### src/lcdc_consts.vh
// constants for the lcd command decoder
`ifndef LCDC_CONSTS_VH
`define LCDC_CONSTS_VH
`define LCDC_COL_MAX        8'h83
`define LCDC_CONTRAST_RST   6'h20
`define LCDC_LADDER_RST     3'h4
`define LCDC_TRIM_RST       3'h3
`define LCDC_PHASE_RST      2'h2
`define LCDC_MUX_RST        6'h3F
`define LCDC_ID_CODE        4'h5 // arbitrary value, not a real family code
`define LCDC_OP_CONTRAST    8'h81
`define LCDC_OP_MUX         8'hA8
`define LCDC_OP_BIASCFG     8'hA9
`define LCDC_OP_PHASE       8'hD4
`define LCDC_OP_OFFSET      8'hD3
`define LCDC_OP_NOP         8'hE3
`define LCDC_OP_RMW_ON      8'hE0
`define LCDC_OP_RMW_OFF     8'hEE
`define LCDC_OP_SWRST       8'hE2
`define LCDC_ST_BUSY        7
`define LCDC_ST_SEGNORM     6
`define LCDC_ST_DISPOFF     5
`define LCDC_ST_INIT        4
`define LCDC_INIT_NS        1000
`define LCDC_CLK_NS         20
`define LCDC_INIT_CYC       ((`LCDC_INIT_NS + `LCDC_CLK_NS - 1) / `LCDC_CLK_NS)
`endif

### src/lcdc_decoder.v
// command and data decoder of the lcd controller
`include "lcdc_consts.vh"

// Behaviour
// - indicator off single byte; on needs mode
// - mode byte low bits set indicator mode
// - nop changes nothing
// - display off then entire on: power save
// - mux ratio is value plus two
// - bias, slope, trim fields in one byte
// - quarter bias bit forces 1/4 bias
// - frame phases field in bits 5:4
// - display offset six bits, reset zero
// - status busy, segmap, display off, then bit 4 fixed at zero
// - status low nibble is fixed id
// - read advances column unless rmw mode or dummy read
// - first read after address is dummy
// - data write stores and advances column
// - column increment saturates at 131
// - two commands load column nibbles
// - start line register holds 0 to 63
// - contrast is opcode then six-bit value
// - power bits switch three supply circuits
// - bit0 buffer, bit1 regulator, bit2 booster
// - rmw exit restores saved column
// - sleep if indicator off else standby
module lcdc_decoder (
  input  wire       mclk,
  input  wire       rstn,
  input  wire       external_clear_pin_n,
  input  wire       host_stb,
  input  wire       host_dc,
  input  wire       host_rd,
  input  wire [7:0] host_wdata,
  output reg  [7:0] host_rdata,
  output reg        host_rvalid,
  output reg        host_busy,
  output reg  [7:0] mem_addr,
  output reg  [3:0] mem_page,
  output reg  [7:0] mem_wdata,
  output reg        mem_we,
  input  wire [7:0] mem_rdata,
  output reg        pwr_buffer,
  output reg        pwr_regulator,
  output reg        pwr_booster,
  output reg  [1:0] static_icon_drive,
  output reg        sleep_mode,
  output reg        standby_mode,
  output reg  [6:0] mux_ratio,
  output reg  [5:0] disp_offset,
  output reg  [5:0] start_line,
  output reg  [5:0] contrast,
  output reg  [1:0] bias_sel,
  output reg        bias_alt,
  output reg        bias_quarter,
  output reg  [2:0] temperature_slope,
  output reg  [2:0] osc_trim,
  output reg  [1:0] frame_phase,
  output reg  [2:0] internal_ladder_select,
  output reg        disp_on,
  output reg        entire_on,
  output reg        disp_reverse,
  output reg        seg_remap,
  output reg        com_remap
);
  // ==========================================
  // pin synchronisers and host fifo
  reg  [2:0]  stb_sync_reg;
  reg  [1:0]  clr_sync_reg;
  reg  [9:0]  word_s1_reg;
  reg  [9:0]  word_s2_reg;
  wire        stb_rise = stb_sync_reg[1] & ~stb_sync_reg[2];
  wire        fifo_in_ready;
  wire        fifo_valid;
  wire [9:0]  fifo_word;
  reg         pop;
  always @(posedge mclk) begin
    stb_sync_reg <= {stb_sync_reg[1:0], host_stb};
    clr_sync_reg <= {clr_sync_reg[0], external_clear_pin_n};
    word_s1_reg  <= {host_dc, host_rd, host_wdata};
    word_s2_reg  <= word_s1_reg;
  end
  lcdc_fifo #(.WIDTH(10), .DEPTH(32), .AW(5)) u_fifo (
    .mclk      (mclk),
    .rstn      (rstn),
    .in_valid  (stb_rise),
    .in_ready  (fifo_in_ready),
    .in_data   (word_s2_reg),
    .out_valid (fifo_valid),
    .out_ready (pop),
    .out_data  (fifo_word)
  );
  wire       w_dc = fifo_word[9];
  wire       w_rd = fifo_word[8];
  wire [7:0] w_d  = fifo_word[7:0];

  // ==========================================
  // decoder state
  localparam ST_IDLE = 4'b0001;
  localparam ST_ARG  = 4'b0010;
  localparam ST_RDW  = 4'b0100;
  localparam ST_INIT = 4'b1000;
  reg [3:0]  state_reg;
  reg [7:0]  op_reg;
  reg [7:0]  col_save_reg;
  reg        rmw_reg;
  reg        dummy_reg;
  reg        ind_on_reg;
  reg [9:0]  init_cnt_reg;
  wire       hard_clr = !rstn || !clr_sync_reg[1];
  wire [7:0] col_inc = (mem_addr == `LCDC_COL_MAX) ? mem_addr : mem_addr + 8'h01;

  always @* begin
    pop = fifo_valid && (state_reg == ST_IDLE || state_reg == ST_ARG);
  end

  always @(posedge mclk) begin
    if (hard_clr) begin
      state_reg <= ST_INIT;
      init_cnt_reg <= 10'h000;
      op_reg <= 8'h00;
      col_save_reg <= 8'h00;
      rmw_reg <= 1'b0;
      dummy_reg <= 1'b1;
      ind_on_reg <= 1'b0;
      host_rdata <= 8'h00;
      host_rvalid <= 1'b0;
      host_busy <= 1'b1;
      mem_addr <= 8'h00;
      mem_page <= 4'h0;
      mem_wdata <= 8'h00;
      mem_we <= 1'b0;
      pwr_buffer <= 1'b0;
      pwr_regulator <= 1'b0;
      pwr_booster <= 1'b0;
      static_icon_drive <= 2'b00;
      sleep_mode <= 1'b0;
      standby_mode <= 1'b0;
      mux_ratio <= {1'b0, `LCDC_MUX_RST} + 7'h02;
      disp_offset <= 6'h00;
      start_line <= 6'h00;
      contrast <= `LCDC_CONTRAST_RST;
      bias_sel <= 2'b00;
      bias_alt <= 1'b0;
      bias_quarter <= 1'b0;
      temperature_slope <= 3'h0;
      osc_trim <= `LCDC_TRIM_RST;
      frame_phase <= `LCDC_PHASE_RST;
      internal_ladder_select <= `LCDC_LADDER_RST;
      disp_on <= 1'b0;
      entire_on <= 1'b0;
      disp_reverse <= 1'b0;
      seg_remap <= 1'b0;
      com_remap <= 1'b0;
    end else begin
      mem_we <= 1'b0;
      host_rvalid <= 1'b0;
      // waiting for an argument byte is not busy, the host must send it
      host_busy <= (state_reg == ST_INIT) || (state_reg == ST_RDW) || !fifo_in_ready;
      // step the column one cycle after the write strobe, so the write lands at the old column
      if (mem_we)
        mem_addr <= col_inc;
      case (state_reg)
        ST_INIT: begin
          init_cnt_reg <= init_cnt_reg + 10'h001;
          if (init_cnt_reg == `LCDC_INIT_CYC - 1)
            state_reg <= ST_IDLE;
        end
        ST_RDW: begin
          host_rdata <= dummy_reg ? 8'h00 : mem_rdata;
          host_rvalid <= 1'b1;
          dummy_reg <= 1'b0;
          if (!rmw_reg && !dummy_reg)
            mem_addr <= col_inc;
          state_reg <= ST_IDLE;
        end
        ST_ARG: begin
          if (fifo_valid) begin
            state_reg <= ST_IDLE;
            case (op_reg)
              `LCDC_OP_CONTRAST: contrast <= w_d[5:0];
              `LCDC_OP_MUX: mux_ratio <= {1'b0, w_d[5:0]} + 7'h02;
              `LCDC_OP_BIASCFG: begin
                bias_sel <= w_d[1:0];
                temperature_slope <= w_d[4:2];
                osc_trim <= w_d[7:5];
              end
              `LCDC_OP_PHASE: frame_phase <= w_d[5:4];
              `LCDC_OP_OFFSET: disp_offset <= w_d[5:0];
              default: static_icon_drive <= w_d[1:0];
            endcase
          end
        end
        ST_IDLE: begin
          if (fifo_valid && w_dc && w_rd) begin
            mem_wdata <= mem_wdata;
            state_reg <= ST_RDW;
          end else if (fifo_valid && w_dc) begin
            mem_wdata <= w_d;
            mem_we <= 1'b1;
            dummy_reg <= 1'b1;
          end else if (fifo_valid && w_rd) begin
            host_rdata <= {host_busy, !seg_remap, !disp_on, 1'b0, `LCDC_ID_CODE};
            host_rvalid <= 1'b1;
          end else if (fifo_valid) begin
            op_reg <= w_d;
            casez (w_d)
              8'b0000????: begin
                mem_addr <= {mem_addr[7:4], w_d[3:0]};
                dummy_reg <= 1'b1;
              end
              8'b0001????: begin
                mem_addr <= {w_d[3:0], mem_addr[3:0]};
                dummy_reg <= 1'b1;
              end
              8'b00100???: internal_ladder_select <= w_d[2:0];
              8'b00101???: begin
                pwr_buffer <= w_d[0];
                pwr_regulator <= w_d[1];
                pwr_booster <= w_d[2];
              end
              8'b01??????: start_line <= w_d[5:0];
              8'b1010000?: seg_remap <= w_d[0];
              8'b1010001?: bias_alt <= w_d[0];
              8'b1010010?: begin
                entire_on <= w_d[0];
                if (w_d[0] && !disp_on) begin
                  sleep_mode <= !ind_on_reg;
                  standby_mode <= ind_on_reg;
                end else if (!w_d[0]) begin
                  sleep_mode <= 1'b0;
                  standby_mode <= 1'b0;
                end
              end
              8'b1010011?: disp_reverse <= w_d[0];
              8'b1010101?: bias_quarter <= w_d[0];
              8'b1010110?: begin
                ind_on_reg <= w_d[0];
                if (w_d[0])
                  state_reg <= ST_ARG;
                else
                  static_icon_drive <= 2'b00;
              end
              8'b1010111?: begin
                disp_on <= w_d[0];
                if (w_d[0]) begin
                  sleep_mode <= 1'b0;
                  standby_mode <= 1'b0;
                end
              end
              8'b1011????: begin
                mem_page <= w_d[3:0];
                dummy_reg <= 1'b1;
              end
              8'b1100????: com_remap <= w_d[3];
              8'b10000001, 8'b10101000, 8'b10101001, 8'b11010100, 8'b11010011:
                state_reg <= ST_ARG;
              `LCDC_OP_RMW_ON: begin
                rmw_reg <= 1'b1;
                col_save_reg <= mem_addr;
              end
              `LCDC_OP_RMW_OFF: begin
                rmw_reg <= 1'b0;
                if (rmw_reg)
                  mem_addr <= col_save_reg;
              end
              `LCDC_OP_SWRST: begin
                rmw_reg <= 1'b0;
                ind_on_reg <= 1'b0;
                static_icon_drive <= 2'b00;
                start_line <= 6'h00;
                mem_addr <= 8'h00;
                mem_page <= 4'h0;
                com_remap <= 1'b0;
                internal_ladder_select <= `LCDC_LADDER_RST;
                contrast <= `LCDC_CONTRAST_RST;
                if (standby_mode) begin
                  standby_mode <= 1'b0;
                  sleep_mode <= 1'b1;
                end
                init_cnt_reg <= 10'h000;
                state_reg <= ST_INIT;
              end
              default: op_reg <= op_reg;
            endcase
          end
        end
        default: state_reg <= ST_IDLE;
      endcase
    end
  end
endmodule // lcdc_decoder

### src/lcdc_fifo.v
// parameterised fifo between host port and command decoder
module lcdc_fifo #(
  parameter WIDTH = 16,
  parameter DEPTH = 32,
  parameter AW    = 5
) (
  input  wire             mclk,
  input  wire             rstn,
  input  wire             in_valid,
  output wire             in_ready,
  input  wire [WIDTH-1:0] in_data,
  output wire             out_valid,
  input  wire             out_ready,
  output wire [WIDTH-1:0] out_data
);
  reg [WIDTH-1:0] mem [0:DEPTH-1];
  reg [AW:0]      wp_reg;
  reg [AW:0]      rp_reg;
  wire            full  = (wp_reg[AW] != rp_reg[AW]) && (wp_reg[AW-1:0] == rp_reg[AW-1:0]);
  wire            empty = (wp_reg == rp_reg);
  assign in_ready  = !full;
  assign out_valid = !empty;
  assign out_data  = mem[rp_reg[AW-1:0]];
  always @(posedge mclk) begin
    if (in_valid && !full)
      mem[wp_reg[AW-1:0]] <= in_data;
  end
  always @(posedge mclk) begin
    if (!rstn) begin
      wp_reg <= {(AW+1){1'b0}};
      rp_reg <= {(AW+1){1'b0}};
    end else begin
      if (in_valid && !full)
        wp_reg <= wp_reg + 1'b1;
      if (out_ready && !empty)
        rp_reg <= rp_reg + 1'b1;
    end
  end
endmodule // lcdc_fifo

### config.mk
export PLATFORM = sky130hd
export DESIGN_NAME = lcdc_decoder
export DESIGN_NICKNAME = d
export VERILOG_FILES = /design/src/lcdc_decoder.v /design/src/lcdc_fifo.v
export VERILOG_INCLUDE_DIRS = /design/src
export SDC_FILE = /design/constraint.sdc
export NUM_CORES = 1
export LEC_CHECK = 0
export BUFFER_PORTS_ARGS = -buffer_cell sky130_fd_sc_hd__buf_2
export CAP_MARGIN = 30
export CORE_MARGIN = 2
export CORE_UTILIZATION = 25
export CTS_CLUSTER_DIAMETER = 30
export CTS_CLUSTER_SIZE = 25
export DETAILED_ROUTE_END_ITERATION = 12
export MAX_ROUTING_LAYER = met4
export SLEW_MARGIN = 30
export SYNTH_ARGS = -nofsm -noshare
export SYNTH_HDL_FRONTEND = slang
export SYNTH_SLANG_ARGS = --single-unit
### constraint.sdc
create_clock -name mclk -period 11.9 [get_ports mclk]
set_clock_uncertainty 0.15 [all_clocks]
set_input_delay 1.19 -clock mclk [delete_from_list [all_inputs] [get_ports mclk]]
set_output_delay 1.19 -clock mclk [all_outputs]
set_load 0.05 [all_outputs]
# Yosys cells after proc, flatten, opt, wreduce, memory -nomap -nowiden
# Memory sizes are Yosys's and may differ from the RTL's. A register that Yosys moved wholly into a read port is not among the register bits.
# Cells that the tools add are included.
[totals]
register_bits = 153
ram_bits = 320
input_bits = 22
output_inout_bits = 83
elab_cells = 258
n_memories = 1
[memory_table]
columns = ["memory", "words", "width", "rd", "rd_ports_with_merged_regs", "write_ports", "line_no", "rtl"]
rows = [
  ["u_fifo.mem", 32, 10, 1, 1, 1, "lcdc_fifo.v:16", "reg [WIDTH-1:0] mem [0:DEPTH-1];"],
]
[classes]
addsub = 5
n_eq_ne = 60
mux = 75
bitwise = 7
n_reduce_logical = 67
[op_table]
columns = ["cell", "count"]
rows = [
  ["equality test 8 bit (second input constant)", 14],
  ["two-way mux 8 bit", 12],
  ["AND reduction 6 bit", 16],
  ["two-way mux 10 bit", 5],
  ["equality test 7 bit (second input constant)", 7],
  ["two-way mux 6 bit", 7],
  ["case mux 8 bit (2 select lines)", 2],
  ["case mux 8 bit (4 select lines)", 1],
  ["two-way mux 4 bit", 7],
  ["case mux 4 bit (3 select lines)", 2],
  ["case mux 6 bit (2 select lines)", 2],
  ["OR reduction 22 bit", 1],
  ["case mux 10 bit (2 select lines)", 1],
  ["!= test 3 bit (second input constant)", 6],
  ["AND reduction 9 bit", 2],
  ["nonzero test 2 bit", 9],
  ["two-way mux 1 bit", 16],
  ["!= test 2 bit (second input constant)", 8],
  ["AND reduction 8 bit", 2],
  ["AND reduction 3 bit", 5],
  ["two-way mux 2 bit", 7],
  ["adder 6 x 1 -> 6 bit (second input constant)", 2],
  ["equality test 4 bit (second input constant)", 3],
  ["!= test 6 x 5 -> 1 bit (second input constant)", 2],
  ["36 further kinds", 75],
]

# Logic depth before layout (Yosys ltp)
[depth]
ltp_word = 10
depth_mapped = 15
depth_no_buf = 10

# By module
# From an unflattened synthesis, not the netlist that was laid out.
[unflattened]
cells_unflattened = 1568
area_unflattened_um2 = 20070.5
[modules_own_cells]
columns = ["mod", "n_inst", "cells_per_inst", "area_each_um2", "seq_area_each_um2"]
rows = [
  ["lcdc_fifo", 1, 809, 13406.6, 9949.5],
  ["lcdc_decoder", 1, 759, 6663.9, 2822.7],
]

# Least setup slack after synthesis
# No wires, ideal clock.
[synth_timing]
path_kind = "reg2reg"
start = "reg with a tool-made name"
end = "reg op_reg[4]"
setup_ns = 0.095
arrival_time_ns = 3.709
required_time_ns = 11.655
path_slack_ns = 7.946
stages_incl_launch_ff = 14
path_buffers = 4
synth_period_minus_slack_ns = 3.954
path_cell_list = "dfxtp_1 -> buf_6 -> buf_6 -> buf_6 -> mux4_2 -> mux4_2 -> mux2i_2 -> buf_2 -> ha_1 -> a2111oi_0 -> a2111oi_0 -> nor4_2 -> a31o_2 -> a221oi_1"
[synth_lines]
columns = ["element", "line_no", "rtl"]
rows = [
  ["end signal: assignment", "lcdc_decoder.v:206", "op_reg <= w_d;"],
  ["end signal: assignment", "lcdc_decoder.v:284", "default: op_reg <= op_reg;"],
  ["end: declaration", "lcdc_decoder.v:104", "reg [7:0] op_reg;"],
]

==> results.py <==
metrics = {
    "run": {
        "cap_violations": 0,
    },
    "global_route": {
        "grt.total_usage_pct": 13.09,
        "grt_pass1_wl_um": 78440,
        "grt_pass1_vias": 12110,
        "grt_max_degree": 93,
        "antenna_found_initial": 2,
        "overflow": 0,
    },
    "layout": {
        "fillCellCount": 7561,
        "area_delta_synth_final_pct": 25.36,
        "largest_register_ffs": 320,
        "antenna_cells": 0,
        "layout-drive-gt1-share_pct": 30.01,
        "final_util_pct": 31.60,
        "nets": 1504,
    },
    "clock_network": {
        "cts_resized": 0,
        "cts.htree.levels": 3,
        "cts.sinks": 478,
        "path_clk_slew_ps": 50,
        "clock-root-buffer": "clkbuf_16",
        "clock_latency_ps": 620,
        "cts_setup_buffers": 0,
        "cts_hold_buf": 0,
        "cts.path.max_buffers": 3,
        "cts_tree": "built",
        "numCtsBuffers": 93,
    },
    "pwr": {
        "peakVddDrop_mv": 0.1033,
        "powerDensity_mw_per_mm2": 183.7,
        "p_total_w": 0.004490,
        "leakagePower_nw": 8.011,
    },
    "setup_path": {
        "cp-end-kind": "flip-flop",
        "critPathSlowestCell": "nand3_1",
        "critPathTopFamily": "simple AND/OR/NAND/NOR gates",
        "arrival_ps": 5680,
        "worstPathMaxFanout": 65,
        "crit_chain": "buf_6, mux4_2, o2bb2ai_1, a211oi_1, nor3_1, nand3_1, a21oi_1, nor2_1, a211oi_1",
        "crit_top_cell": "a211oi_1",
        "crit_type": "reg2reg",
        "critPathRequiredTime_ps": 12260,
        "max_stage_delay_ps": 880,
        "startpoint_type": "flip-flop",
        "critPathBufInv": 1,
    },
    "die": {
        "die_h_um": 283.3,
        "core-area_mm2": 0.07734,
        "ios": 105,
        "std_cell_rows": 102,
        "initial_utilization_pct": 25.21,
        "dieArea_mm2": 0.08024,
        "die_w_um": 283.3,
    },
    "detailed_routing": {
        "viasPerCell": 4.741,
        "drtIter0Drc": 1186,
        "routed_wl_um": 51970,
        "route.detailed.drc": 0,
        "wire_per_inst_um": 20.10,
        "firstDrtPassIters": 7,
        "ant_nets": 0,
        "vias": 12260,
    },
    "outcome": {
        "outcome": "finished, final reports clean",
    },
    "sta": {
        "fin_crit_sh_pct": 44.71,
        "min_period_ps": 5321,
        "rsz0062_at_grt": "false",
        "slew_viol_final": 0,
        "layout_setup_ws_ps": 6579,
        "setup_viol_count_final": 0,
        "slew_headroom_pct": 35.66,
        "tightest_slew_ps": 957.8,
        "holdWs_ps": 171.5,
        "setup_tns_ps": 0,
        "max_freq_mhz": 187.9,
        "hold_violations": 0,
    },
    "hold_path": {
        "min_path_type": "reg2reg",
    },
    "yosys": {
        "avgSynthCellArea_um2": 14.66,
        "yosys.area.top_type": "edfxtp_1",
        "synth_top_family_by_area": "multiplexers",
        "synth-seq-area-share_pct": 65.51,
        "synth_compound_area_share_pct": 6.295,
        "netlist_top_cells_count": "edfxtp_1, dfxtp_1, nor2_1, mux4_2, nand2_1",
        "yosys_most_used_dff": "edfxtp_1",
        "netlist_instances": 1330,
        "yosysMostFrequentCell": "edfxtp_1",
        "synth.distinct_cells": 82,
        "synthMuxAreaShare_pct": 13.75,
        "synth_area_leaders": "edfxtp_1, dfxtp_1, mux4_2, nor2_1, mux2i_1",
        "yosys.area.top_type_share_pct": 49.28,
        "synth-seq-cells": 478,
        "synth_fa_ha_area_share_pct": 0.7701,
        "synthXorXnorAreaFrac_pct": 1.251,
        "syn_area_mm2": 0.01950,
        "async_flop_share_pct": 0,
        "synth_fp_nets": 1364,
        "synth-edff-count": 320,
        "yosysWarnings": 0,
        "yosys.area_share.simple_pct": 10.03,
    },
    "place": {
        "gp_congestion": 0.8840,
        "numPortBuffers": 104,
        "pre_cts_ws_ps": 6375,
        "dp_hpwl_um": 33160,
    },
}
==> per-stage QoR <==
step | instances | cell area (um^2)
final | 2586 | 24440
after global routing | 2586 | 24440
after CTS | 2585 | 24400
after detailed placement | 2414 | 21210
after global placement | 2414 | 21130
after floorplan | 1330 | 19500
==> final timing paths <==
check,startpoint,to,slack [ps],depth (start not counted)
setup reg to reg,flip-flop,mem_page[3]$_SDFFE_PP0P_,6580,9
hold reg to reg,word_s1_reg[8]$_DFF_P_,word_s2_reg[8]$_DFF_P_,170,0
hold / removal,word_s1_reg[8]$_DFF_P_,word_s2_reg[8]$_DFF_P_,170,0
setup / recovery,flip-flop,mem_page[3]$_SDFFE_PP0P_,6580,9
==> layout by cell type (no fill, tap or decap), types with 10 or more instances in the layout <==
master     synthesis  final
edfxtp_1         320    320
dfxtp_1          158    149
nor2_1           156    130
buf_2             19    104
clkbuf_16          0     95
mux4_2            93     93
nand2_1           57     56
a21oi_1           49     48
mux2i_1           44     44
a211oi_1          32     32
nand3_1           30     30
nor2_2             1     27
buf_4              1     21
nor3_1            19     19
nand4_1           18     18
inv_1             17     17
xnor2_1           16     16
inv_6              0     16
o21ai_0           13     13
and2_1            12     12
ha_1              12     12
clkinv_4           0     12
or3_1             11     11
xor2_1            10     10
or4_1             10     10
bufinv_16          0     10
==> layout make-up <==
class                           count  area (um^2)  share of cell area, %
Sequential cell                   478        12790                  52.32
Multi-Input combinational cell    749         6367                  26.05
Clock buffer                      104         2431                  9.946
Tap cell                         1040         1301                  5.324
Clock inverter                     67        758.2                  3.102
Timing Repair Buffer              128        720.7                  2.949
Inverter                           20        75.07                 0.3071
==> layer usage <==
metal,wire length (um),part of all wire (%),track usage (%),up-vias
li1,-,-,-,5491
met1,21760,42,16.42,6150
met2,25500,49,21.13,517
met3,3424,6.6,3.035,101
met4,1289,2.5,3.730,0
met5,0,0,-,-
==> cell families after synthesis <==
group	count (synthesis)
DFF	478
and+or+nand+nor	385
xor gates and xnor gates	27
muxes	148
AOI/OAI and AO/OA	177
buffers and inverters	103
adders and majority gates	12
==> where the power goes <==
part	leakage [nW]	switching (W)	internal, W
Combinational	2.29	0.0000472	0.0000177
Clock	1.56	0.000917	0.00171
Sequential	4.16	0.0000149	0.00178
==> worst register-to-register path, delay by kind of cell (launching register included) <==
family | cells | cell delay, ps
buffers and inverters | 1 | 630
DFF | 1 | 520
and+or+nand+nor | 3 | 1770
AOI/OAI and AO/OA | 4 | 1480
muxes | 1 | 660
Power figures use the tool's default switching activity.
